--- config.mk ---
export PLATFORM = sky130hd
export DESIGN_NAME = cmc_clock_multiplier_control
export DESIGN_NICKNAME = d
export VERILOG_FILES = /design/src/shared/cmc_pkg.sv /design/src/hw/cmc_pin_sync.sv /design/src/hw/cmc_clock_multiplier_control.sv
export SDC_FILE = /design/constraint.sdc
export NUM_CORES = 1
export LEC_CHECK = 0
export ABC_CLOCK_PERIOD_IN_PS = 1900
export BUFFER_PORTS_ARGS = -buffer_cell sky130_fd_sc_hd__buf_2
export CAP_MARGIN = 20
export CORE_MARGIN = 2
export CORE_UTILIZATION = 39
export CTS_CLUSTER_SIZE = 30
export DETAILED_ROUTE_END_ITERATION = 12
export SLEW_MARGIN = 20
export SYNTH_ARGS = -nofsm -noshare
export SYNTH_HDL_FRONTEND = slang
export SYNTH_SLANG_ARGS = --single-unit
--- constraint.sdc ---
create_clock -name ref_clk -period 1.9 [get_ports ref_clk]
set_clock_uncertainty 0.05 [all_clocks]
set_input_delay 0.095 -clock ref_clk [delete_from_list [all_inputs] [get_ports ref_clk]]
set_output_delay 0.095 -clock ref_clk [all_outputs]
set_load 0.05 [all_outputs]
--- src/shared/cmc_pkg.sv ---
// constants, codes and carriers shared by the clock multiplier control logic
// assumes a byte-wide special-function register port and a 250 MHz ref_clk
package cmc_pkg;

  // register map and field layout
  localparam logic [7:0] CMC_CTRL_ADDR  = 8'hbe;
  localparam logic [7:0] CMC_CTRL_RESET = 8'h00;
  localparam int         CMC_ENABLE_BIT = 7;
  localparam int         CMC_INIT_BIT   = 6;
  localparam int         CMC_READY_BIT  = 5;
  localparam int         CMC_SEL_LSB    = 0;
  localparam int         CMC_SEL_W      = 2;

  // multiplication factor of the analog core
  localparam logic [2:0] CMC_FACTOR     = 3'h4;

  // enable-to-initialize settle time
  localparam int CMC_CLK_PERIOD_NS   = 4;
  localparam int CMC_ENABLE_WAIT_NS  = 5000;
  localparam int CMC_ENABLE_WAIT_CYC =
    (CMC_ENABLE_WAIT_NS + CMC_CLK_PERIOD_NS - 1) / CMC_CLK_PERIOD_NS;
  localparam int CMC_WAIT_W          = $clog2(CMC_ENABLE_WAIT_CYC + 1);

  // input select codes
  typedef enum logic [1:0] {
    CMC_SEL_INT_HALF = 2'b00,
    CMC_SEL_EXT      = 2'b01,
    CMC_SEL_EXT_HALF = 2'b10,
    CMC_SEL_RESERVED = 2'b11
  } cmc_sel_t;

  // control state of the multiplier
  typedef enum logic [1:0] {
    CMC_ST_OFF     = 2'b00,
    CMC_ST_ENABLED = 2'b01,
    CMC_ST_LOCKING = 2'b10,
    CMC_ST_READY   = 2'b11
  } cmc_state_t;

  // register port request
  typedef struct packed {
    logic [7:0] addr;
    logic       wr;
    logic       rd;
    logic [7:0] wdata;
  } cmc_sfr_req_t;

  // controls to the analog multiplier core
  typedef struct packed {
    logic       enable;
    logic       init;
    logic       src_ext;
    logic       pre_div2;
    logic [2:0] factor;
  } cmc_analog_ctrl_t;

endpackage

--- src/hw/cmc_pin_sync.sv ---
// three-flop synchroniser with agreement filter for one asynchronous pin
// assumes ref_clk domain, asynchronous active-high reset, clock enable ce
`timescale 1ns/1ns
module cmc_pin_sync
(
  input  wire logic ref_clk,
  input  wire logic reset,
  input  wire logic ce,
  input  wire logic pin,
  output logic      level
);

  logic stage1;
  logic stage2;
  logic stage3;

  // shift chain; level follows only once stages two and three agree
  always_ff @(posedge ref_clk or posedge reset)
  begin
    if (reset)
    begin
      stage1 <= 1'b0;
      stage2 <= 1'b0;
      stage3 <= 1'b0;
      level  <= 1'b0;
    end
    else if (ce)
    begin
      stage1 <= pin;
      stage2 <= stage1;
      stage3 <= stage2;
      if (stage2 == stage3)
        level <= stage3;
    end
  end

endmodule

--- src/hw/cmc_clock_multiplier_control.sv ---
// control and status register logic for the on-chip clock multiplier
// assumes a byte special-function register port on ref_clk, analog lock and
// external oscillator stable indications arriving asynchronously on pins
`timescale 1ns/1ns

module cmc_clock_multiplier_control
(
  input  wire logic                      ref_clk,
  input  wire logic                      reset,
  input  wire logic                      ce,
  input  wire cmc_pkg::cmc_sfr_req_t     sfr_req,
  output logic [7:0]                     sfr_rdata,
  input  wire logic                      mul_lock_pin,
  input  wire logic                      ext_osc_stable_pin,
  output cmc_pkg::cmc_analog_ctrl_t      analog_ctrl,
  output logic                           multiplier_ready,
  output logic                           mul_settled,
  output logic                           init_too_early,
  output logic                           init_ext_unstable
);

  // register fields and control state
  logic                           multiplier_enable;
  logic                           multiplier_initialize;
  cmc_pkg::cmc_sel_t              multiplier_input_select;
  cmc_pkg::cmc_state_t            state;
  cmc_pkg::cmc_state_t            next_state;
  logic [cmc_pkg::CMC_WAIT_W-1:0] wait_cnt;

  // synchronised pin levels
  logic lock_level;
  logic ext_stable_level;

  cmc_pin_sync u_lock_sync
  (
    .ref_clk (ref_clk),
    .reset   (reset),
    .ce      (ce),
    .pin     (mul_lock_pin),
    .level   (lock_level)
  );

  cmc_pin_sync u_ext_sync
  (
    .ref_clk (ref_clk),
    .reset   (reset),
    .ce      (ce),
    .pin     (ext_osc_stable_pin),
    .level   (ext_stable_level)
  );

  // register port decode
  wire       ctrl_hit = (sfr_req.addr == cmc_pkg::CMC_CTRL_ADDR);
  wire       ctrl_wr  = ce & sfr_req.wr & ctrl_hit;
  wire       ctrl_rd  = ce & sfr_req.rd & ctrl_hit;
  wire       wr_en    = sfr_req.wdata[cmc_pkg::CMC_ENABLE_BIT];
  wire       wr_init  = sfr_req.wdata[cmc_pkg::CMC_INIT_BIT];
  wire [1:0] wr_sel   =
    sfr_req.wdata[cmc_pkg::CMC_SEL_LSB +: cmc_pkg::CMC_SEL_W];

  // write effects on the multiplier
  wire sel_reserved  = (multiplier_input_select == cmc_pkg::CMC_SEL_RESERVED);
  wire wsel_reserved = (wr_sel == cmc_pkg::CMC_SEL_RESERVED);
  wire enable_drop   = ctrl_wr & ~wr_en;
  wire sel_change    = ctrl_wr & (wr_sel != multiplier_input_select);
  // initialize only counts when already enabled before this write
  wire init_start    = ctrl_wr & multiplier_enable & wr_en & wr_init
                     & ~wsel_reserved;
  wire settled_now   = (wait_cnt == cmc_pkg::CMC_WAIT_W'(cmc_pkg::CMC_ENABLE_WAIT_CYC));
  // select as it stands once this cycle's write has landed, so the core
  // routing never lags the register by a cycle
  wire [1:0] next_sel  = ctrl_wr ? wr_sel : multiplier_input_select;
  wire       next_rsvd = (next_sel == cmc_pkg::CMC_SEL_RESERVED);
  wire src_ext_now   = (next_sel != cmc_pkg::CMC_SEL_INT_HALF);

  // readback image; bits 4 to 2 read zero
  wire [7:0] ctrl_image = {multiplier_enable,
                           multiplier_initialize,
                           multiplier_ready,
                           3'h0,
                           multiplier_input_select};

  // next control state
  always_comb
  begin
    next_state = state;
    unique case (state)
      cmc_pkg::CMC_ST_OFF:
      begin
        if (ctrl_wr & wr_en)
          next_state = cmc_pkg::CMC_ST_ENABLED;
      end
      cmc_pkg::CMC_ST_ENABLED:
      begin
        if (enable_drop)
          next_state = cmc_pkg::CMC_ST_OFF;
        else if (init_start)
          next_state = cmc_pkg::CMC_ST_LOCKING;
      end
      cmc_pkg::CMC_ST_LOCKING:
      begin
        if (enable_drop)
          next_state = cmc_pkg::CMC_ST_OFF;
        else if (sel_change)
          next_state = cmc_pkg::CMC_ST_ENABLED;
        else if (lock_level & ~sel_reserved)
          next_state = cmc_pkg::CMC_ST_READY;
      end
      cmc_pkg::CMC_ST_READY:
      begin
        if (enable_drop)
          next_state = cmc_pkg::CMC_ST_OFF;
        else if (sel_change)
          next_state = cmc_pkg::CMC_ST_ENABLED;
        else if (init_start | ~lock_level)
          next_state = cmc_pkg::CMC_ST_LOCKING;
      end
    endcase
  end

  // state register
  always_ff @(posedge ref_clk or posedge reset)
  begin
    if (reset)
      state <= cmc_pkg::CMC_ST_OFF;
    else if (ce)
      state <= next_state;
  end

  // writable fields; ready and bits 4 to 2 are not writable
  always_ff @(posedge ref_clk or posedge reset)
  begin
    if (reset)
    begin
      multiplier_enable       <= cmc_pkg::CMC_CTRL_RESET[cmc_pkg::CMC_ENABLE_BIT];
      multiplier_initialize   <= cmc_pkg::CMC_CTRL_RESET[cmc_pkg::CMC_INIT_BIT];
      multiplier_input_select <= cmc_pkg::cmc_sel_t'(
        cmc_pkg::CMC_CTRL_RESET[cmc_pkg::CMC_SEL_LSB +: cmc_pkg::CMC_SEL_W]);
    end
    else if (ctrl_wr)
    begin
      multiplier_enable       <= wr_en;
      multiplier_initialize   <= wr_init & wr_en & multiplier_enable & ~wsel_reserved;
      multiplier_input_select <= cmc_pkg::cmc_sel_t'(wr_sel);
    end
  end

  // enable settle timer, restarts on every fresh enable
  always_ff @(posedge ref_clk or posedge reset)
  begin
    if (reset)
      wait_cnt <= '0;
    else if (ce)
    begin
      if (next_state == cmc_pkg::CMC_ST_OFF)
        wait_cnt <= '0;
      else if (~settled_now)
        wait_cnt <= wait_cnt + 1'b1;
    end
  end

  // status flags
  always_ff @(posedge ref_clk or posedge reset)
  begin
    if (reset)
    begin
      multiplier_ready  <= 1'b0;
      mul_settled       <= 1'b0;
      init_too_early    <= 1'b0;
      init_ext_unstable <= 1'b0;
    end
    else if (ce)
    begin
      multiplier_ready <= (next_state == cmc_pkg::CMC_ST_READY);
      mul_settled      <= settled_now & (next_state != cmc_pkg::CMC_ST_OFF);
      // set wins over clear in the same cycle
      if (init_start & ~mul_settled) // wait must be strictly over
        init_too_early <= 1'b1;
      else if (enable_drop)
        init_too_early <= 1'b0;
      if (init_start & src_ext_now & ~ext_stable_level)
        init_ext_unstable <= 1'b1;
      else if (enable_drop)
        init_ext_unstable <= 1'b0;
    end
  end

  // analog core controls
  always_ff @(posedge ref_clk or posedge reset)
  begin
    if (reset)
      analog_ctrl <= '0;
    else if (ce)
    begin
      analog_ctrl.enable   <= (next_state != cmc_pkg::CMC_ST_OFF) & ~next_rsvd;
      analog_ctrl.init     <= (next_state == cmc_pkg::CMC_ST_LOCKING)
                            | (next_state == cmc_pkg::CMC_ST_READY);
      analog_ctrl.src_ext  <= src_ext_now;
      analog_ctrl.pre_div2 <= (next_sel != cmc_pkg::CMC_SEL_EXT);
      analog_ctrl.factor   <= cmc_pkg::CMC_FACTOR;
    end
  end

  // registered read data, zero when not addressed
  always_ff @(posedge ref_clk or posedge reset)
  begin
    if (reset)
      sfr_rdata <= 8'h00;
    else if (ce)
      sfr_rdata <= ctrl_rd ? ctrl_image : 8'h00;
  end

endmodule

==> flow_summary.toml, run 1 <==
[power_and_ir_drop]
pwr-share-comb_pct = 9.9
power_frac_seq_pct = 50.0
clkPwrFrac_pct = 40.1
intPower_uw = 1360
pwr_density_cell_nw_per_um2 = 778
power_switching_uw = 439
power.share.switching_pct = 24.4
peakVddDrop_mv = 0.492
p_leak_uw = 0.00108

[floorplanning]
die_h_um = 73.8
core_area_um2 = 4720
fp.dieW_um = 73.8
std_cell_rows = 25
ios = 42
start_util_pct = 40.2
die-area_um2 = 5440

[placed_design]
place_inst = 279
gp_congestion = 0.796
placed_cell_area_um2 = 2140
dp_slack_ns = 0.0266
numPortBuffers = 32
dp_hpwl_mm = 2.78

[route]
first_pass_iters = 4
drt_wl_total_mm = 3.86
vias = 1448
ant_nets = 0
drtIter0Drc = 49
wire_per_inst_um = 13.2
vias_per_cell = 4.96
drc = 0

[timing]
slew_violations = 0
setup-tns-final_ns = 0
min_period_ns = 1.81
grt_setup_unrepaired = "no"
setup_viol = 0
hold_viol = 0
fin_ws_ns = 0.0949
hold_ws_ns = 0.0722
fin_crit_sh_pct = 95.0
clock.fmax_mhz = 554

[clocking]
htree_levels = 2
numCtsBuffers = 5
cts_tree = "yes"
clock-sinks = 39
cts-root-buf = "clkbuf_8"
clock_latency_ns = 0.30
path_clk_slew_ns = 0.08
cts_max_path_buffers = 2

[synth]
synth_top_area_share_pct = 51.4
synth-seq-cells = 39
synth.yosys.seq_area_share_pct = 51.4
synth_top_area_cell = "dfrtp_1"
dominantRegCellSynth = "dfrtp_1"
synth_area_per_cell_um2 = 10.6
async_flop_share_pct = 100
synth-edff-count = 0
yosys-top-cells-area = "dfrtp_1, o21ai_0, mux2_2"
synth.most_common_cell = "dfrtp_1"
ys_warn_count = 0
ys_types = 42
synth_commonest_cells = "dfrtp_1, o21ai_0, inv_1, nand2_1, a21oi_1"
synth_area_um2 = 1900
syn_inst = 180

[min_path]
hold_path_end = "multiplier_input_select[0]"
hold_start = "sfr_req[0]"
min_path_type = "input pin to flop"
whs_path_depth = 3

[global_route]
grt_pass1_vias = 1402
overflow = 0
grt_use_total_pct = 15.9
grt_max_degree = 40
grt_pass1_wl_mm = 6.43
antenna_found_initial = 0

[worst_setup_path]
critPathSlowestCell = "or4_4"
slowest_delay_ns = 0.43
crit_type = "flop to flop"
r2r_start = "wait_cnt[0]"
endpoint_kind = "flop"
worstPathRequired_ns = 2.08
cp.arrival_ns = 1.99
crit_fanout = 3
reg2reg_to = "wait_cnt[10]"
cpLargestDelayFamily = "simple AND/OR/NAND/NOR gates"
crit_buf_inv = 0
reg2regPathDepth = 6
rrSetupSlack_ns = 0.09
worstSetupStartpointType = "flop"
cp_cell_sequence = "ha_2 -> and3_4 -> nand4_4 -> or4_4 -> or3_1 -> o21ai_1"

[status]
status = "finished clean"

[layout]
area_growth_pct = 21.7
nNetsFinal = 249
insertedDiodeCount = 0
stdcell_area_um2 = 2310
layout-drive-gt1-share_pct = 29.8
stdcell_count = 292

[run]
maxCapViolations = 0
[kinds of logic after synthesis]
kind of cell | share of synthesized area (%)
buffers and inverters | 5.93
multiplexers | 5.34
AO/OA/AOI/OAI | 15.9
flip-flops | 51.4
AND/OR/NAND/NOR | 17.1
other | 0.197
XOR/XNOR | 2.77
adder cells (fa/ha/maj) | 1.32
[power groups by stage]
stage                     Sequential (µW)  Combinational, µW  Clock [µW]
after global placement                915                170           0
after CTS                             900                180         740
after detailed placement              917                175           0
final                                 900                177         722
after floorplan                       916                121           0
after global routing                  908                199         773
[placed cells by master (no fill, tap or decap), drive strengths merged, types with 2 or more instances in the layout]
| cell type | n |
|---|---|
| conb | 5 |
| clkinv | 2 |
| mux2i | 3 |
| nand4 | 3 |
| a21oi | 10 |
| or2 | 2 |
| and2 | 5 |
| nand3 | 7 |
| o21ai | 19 |
| xnor2 | 4 |
| ha | 2 |
| dlygate4sd3 | 3 |
| mux2 | 6 |
| nor2 | 5 |
| or3 | 2 |
| inv | 13 |
| and4bb | 2 |
| o31ai | 3 |
| nand2b | 2 |
| nor2b | 2 |
| buf | 40 |
| nand2 | 13 |
| o22ai | 3 |
| dfrtp | 39 |
| clkbuf | 6 |
| xor2 | 2 |
| and4 | 2 |
| a22o | 5 |
| o2bb2ai | 2 |
| and3 | 3 |
[flip-flops by register name, summed over array words and instances, names as in the netlist]
register	cells
u_ext_sync.level	1
u_lock_sync.stage2	1
mul_settled	1
multiplier_ready	1
u_lock_sync.level	1
u_lock_sync.stage1	1
u_lock_sync.stage3	1
multiplier_input_select	2
sfr_rdata	5
state	2
multiplier_initialize	1
init_too_early	1
u_ext_sync.stage1	1
multiplier_enable	1
analog_ctrl	5
init_ext_unstable	1
u_ext_sync.stage2	1
wait_cnt	11
u_ext_sync.stage3	1
[layout make-up]
type                       count  area, µm²
inverter                      14       52.6
tap                           67       83.8
timing repair buffer          43        250
clock buffer                   6       82.6
clock inverter                 2       35.0
fill                         459       2410
sequential                    39        976
multi-input combinational    121        832
[stage by stage]
stage | utilization, % | total power, µW
6_report | 49.0 | 1800
5_1_grt | 49.0 | 1880
4_1_cts | 48.5 | 1820
3_5_place_dp | 45.4 | 1090
3_3_place_gp | 45.4 | 1080
2_1_floorplan | - | 1040
[per-layer routing]
layer / part of all wire, % / up-vias / track usage [%] / wire length, µm
li1: - / 719 / - / -
met1: 49 / 691 / 20.9 / 1890
met2: 45 / 32 / 24.5 / 1720
met3: 4.9 / 6 / 5.08 / 189
met4: 1.6 / 0 / 6.06 / 63
met5: 0 / - / 0 / 0
[how the worst max path moves through the flow]
stage	startpoint	to	cells after the start
5_1_grt	wait_cnt[0]	wait_cnt[10]	6
3_5_place_dp	wait_cnt[0]	wait_cnt[10]	6
4_1_cts	wait_cnt[0]	wait_cnt[10]	6
2_1_floorplan	wait_cnt[1]	wait_cnt[10]	6
3_3_place_gp	wait_cnt[0]	wait_cnt[10]	6
6_report	wait_cnt[0]	wait_cnt[10]	6
[worst min-delay path: stages]
cell,delay [ns]
buf_2,0.12
mux2i_1,0.11
inv_1,0.06
[repair_timing]
| item | 4_1_cts | 5_1_grt |
|---|---|---|
| setup buffers | 0 | 2 |
| endpoints found under the hold margin | 41 | 0 |
| hold buffers | 3 | 0 |
| setup endpoints to repair | 0 | 1 |
| resized for setup | 0 | 3 |
Power figures use the tool's default switching activity.
==> run 2, diff against run 1 <==
--- a/config.mk
+++ b/config.mk
@@ -12,6 +12,7 @@
 export CORE_UTILIZATION = 39
 export CTS_CLUSTER_SIZE = 30
 export DETAILED_ROUTE_END_ITERATION = 12
+export RECOVER_POWER = 50
 export SLEW_MARGIN = 20
 export SYNTH_ARGS = -nofsm -noshare
 export SYNTH_HDL_FRONTEND = slang
==> run 2 against run 1 <==
  * Sequential cell count is the same
  * Clock-buffer cell count is the same
  * Largest cell class unchanged
  * Total power is essentially flat
  * Via count about the same
  * Wire length rose by 0.18%
  * Clock power about the same
  * Maximum frequency unchanged
  * Sequential share of layout area hardly changed
  * Die area did not move
  * Global-route usage unchanged
  * Sequential power is essentially flat
==> flow_summary.toml, run 2 (synthesis results as in run 1) <==
[route]
drt_wl_total_mm = 3.86
first_pass_iters = 4
drtIter0Drc = 48
vias_per_cell = 4.96
wire_per_inst_um = 13.2
ant_nets = 0
vias = 1447
drc = 0

[worst_setup_path]
reg2reg_to = "wait_cnt[10]"
cp.arrival_ns = 1.99
reg2regPathDepth = 6
worstPathRequired_ns = 2.08
rrSetupSlack_ns = 0.09
endpoint_kind = "flop"
worstSetupStartpointType = "flop"
crit_type = "flop to flop"
r2r_start = "wait_cnt[0]"
crit_fanout = 3

[clocking]
cts_tree = "yes"
path_clk_slew_ns = 0.08
htree_levels = 2
clock_latency_ns = 0.30
numCtsBuffers = 5
cts-root-buf = "clkbuf_8"
clock-sinks = 39
cts_max_path_buffers = 2

[floorplanning]
die-area_um2 = 5440
core_area_um2 = 4720
std_cell_rows = 25
ios = 42
fp.dieW_um = 73.8
start_util_pct = 40.2
die_h_um = 73.8

[layout]
nNetsFinal = 249
fin_util_pct = 48.9
stdcell_area_um2 = 2310
layout-drive-gt1-share_pct = 29.3
nFillCells = 460
largest_reg_flops = 11
area_growth_pct = 21.6
seq_area_um2 = 976
insertedDiodeCount = 0
largest_register = "wait_cnt"
final_common_cell = "dfrtp_1"
final_cell_mix = "dfrtp_1, buf_2, o21ai_0"
multiInputGateArea_um2 = 832
top_regs = "wait_cnt x11, analog_ctrl x5, sfr_rdata x5"

[timing]
fin_crit_sh_pct = 95.0
setup_viol = 0
setup-tns-final_ns = 0
slew_violations = 0
hold_viol = 0
min_period_ns = 1.81
fin_ws_ns = 0.0949
tightest_slew_ns = 0.966
clock.fmax_mhz = 554
max_slew_margin_pct = 35.6
grt_setup_unrepaired = "no"

[global_route]
antenna_found_initial = 0
grt_use_total_pct = 15.9
grt_pass1_vias = 1402
grt_max_degree = 40
grt_pass1_wl_mm = 6.43
overflow = 0

[run]
maxCapViolations = 0

[placed_design]
dp_hpwl_mm = 2.78
gp_congestion = 0.796
numPortBuffers = 32
placed_cell_area_um2 = 2140
dp_slack_ns = 0.0266

[min_path]
whs_path_depth = 3
hold_start = "sfr_req[0]"
min_path_type = "input pin to flop"
hold_path_end = "multiplier_input_select[0]"

[power_and_ir_drop]
pwr_density_cell_nw_per_um2 = 779
p_leak_uw = 0.00108
peakVddDrop_mv = 0.489

[status]
status = "finished clean"
run 2: changes by cell type in the layout (fill, tap and decap cells not counted):
cell	before	now
and4bb_2	2	1
buf_4	8	7
and2_1	5	4
and2_0	0	1
and4bb_1	0	1
clkbuf_2	0	1
run 2: worst max-delay path by stage:
stage                      startpoint            to  cells past startpoint  slack [ns]
after floorplan           wait_cnt[1]  wait_cnt[10]                      6        0.08
after global placement    wait_cnt[0]  wait_cnt[10]                      6        0.05
after detailed placement  wait_cnt[0]  wait_cnt[10]                      6        0.03
after CTS                 wait_cnt[0]  wait_cnt[10]                      6       0.003
after global routing      wait_cnt[0]  wait_cnt[10]                      6       0.004
final                     wait_cnt[0]  wait_cnt[10]                      6        0.09
run 2: what timing repair did:
action	CTS	global route
endpoints found under the setup margin	0	1
setup buffers	0	2
hold buffers	3	0
endpoints found under the hold margin	41	0
gates resized for setup	0	3
run 2: routing by layer:
metal | part of all wire, % | GRT usage (%) | up-vias | routed length [µm]
li1 | - | - | 719 | -
met1 | 49 | 20.9 | 690 | 1890
met2 | 44 | 24.5 | 32 | 1720
met3 | 4.9 | 5.08 | 6 | 189
met4 | 1.6 | 6.06 | 0 | 63
met5 | 0 | 0 | - | 0
run 2: power breakdown:
part           total [µW]  switching (µW)  internal (µW)
registers             900            29.4            870
logic                 177             113           64.1
clock network         722             297            425
total                1800             439           1360
run 2: final cells by class:
| class | count | share of cell area [%] |
|---|---|---|
| Clock buffer | 6 | 3.58 |
| Clock inverter | 2 | 1.52 |
| Inverter | 14 | 2.28 |
| Multi-Input combinational cell | 121 | 36.0 |
| Sequential cell | 39 | 42.3 |
| Tap cell | 67 | 3.63 |
| Timing Repair Buffer | 43 | 10.7 |
run 2: stage by stage:
stage | hold WS (ns) | total power (µW) | instances
2_1_floorplan | 0.197 | 1040 | 184
3_3_place_gp | 0.195 | 1080 | 279
3_5_place_dp | 0.199 | 1090 | 279
4_1_cts | 0.0655 | 1820 | 290
5_1_grt | 0.103 | 1880 | 292
6_report | 0.0724 | 1800 | 292
run 2: critical path: stages, from the launching register on:
cell     delay (ns)
dfrtp_1        0.38
ha_2           0.19
and3_4         0.20
nand4_4        0.11
or4_4          0.43
or3_1          0.31
o21ai_1        0.08
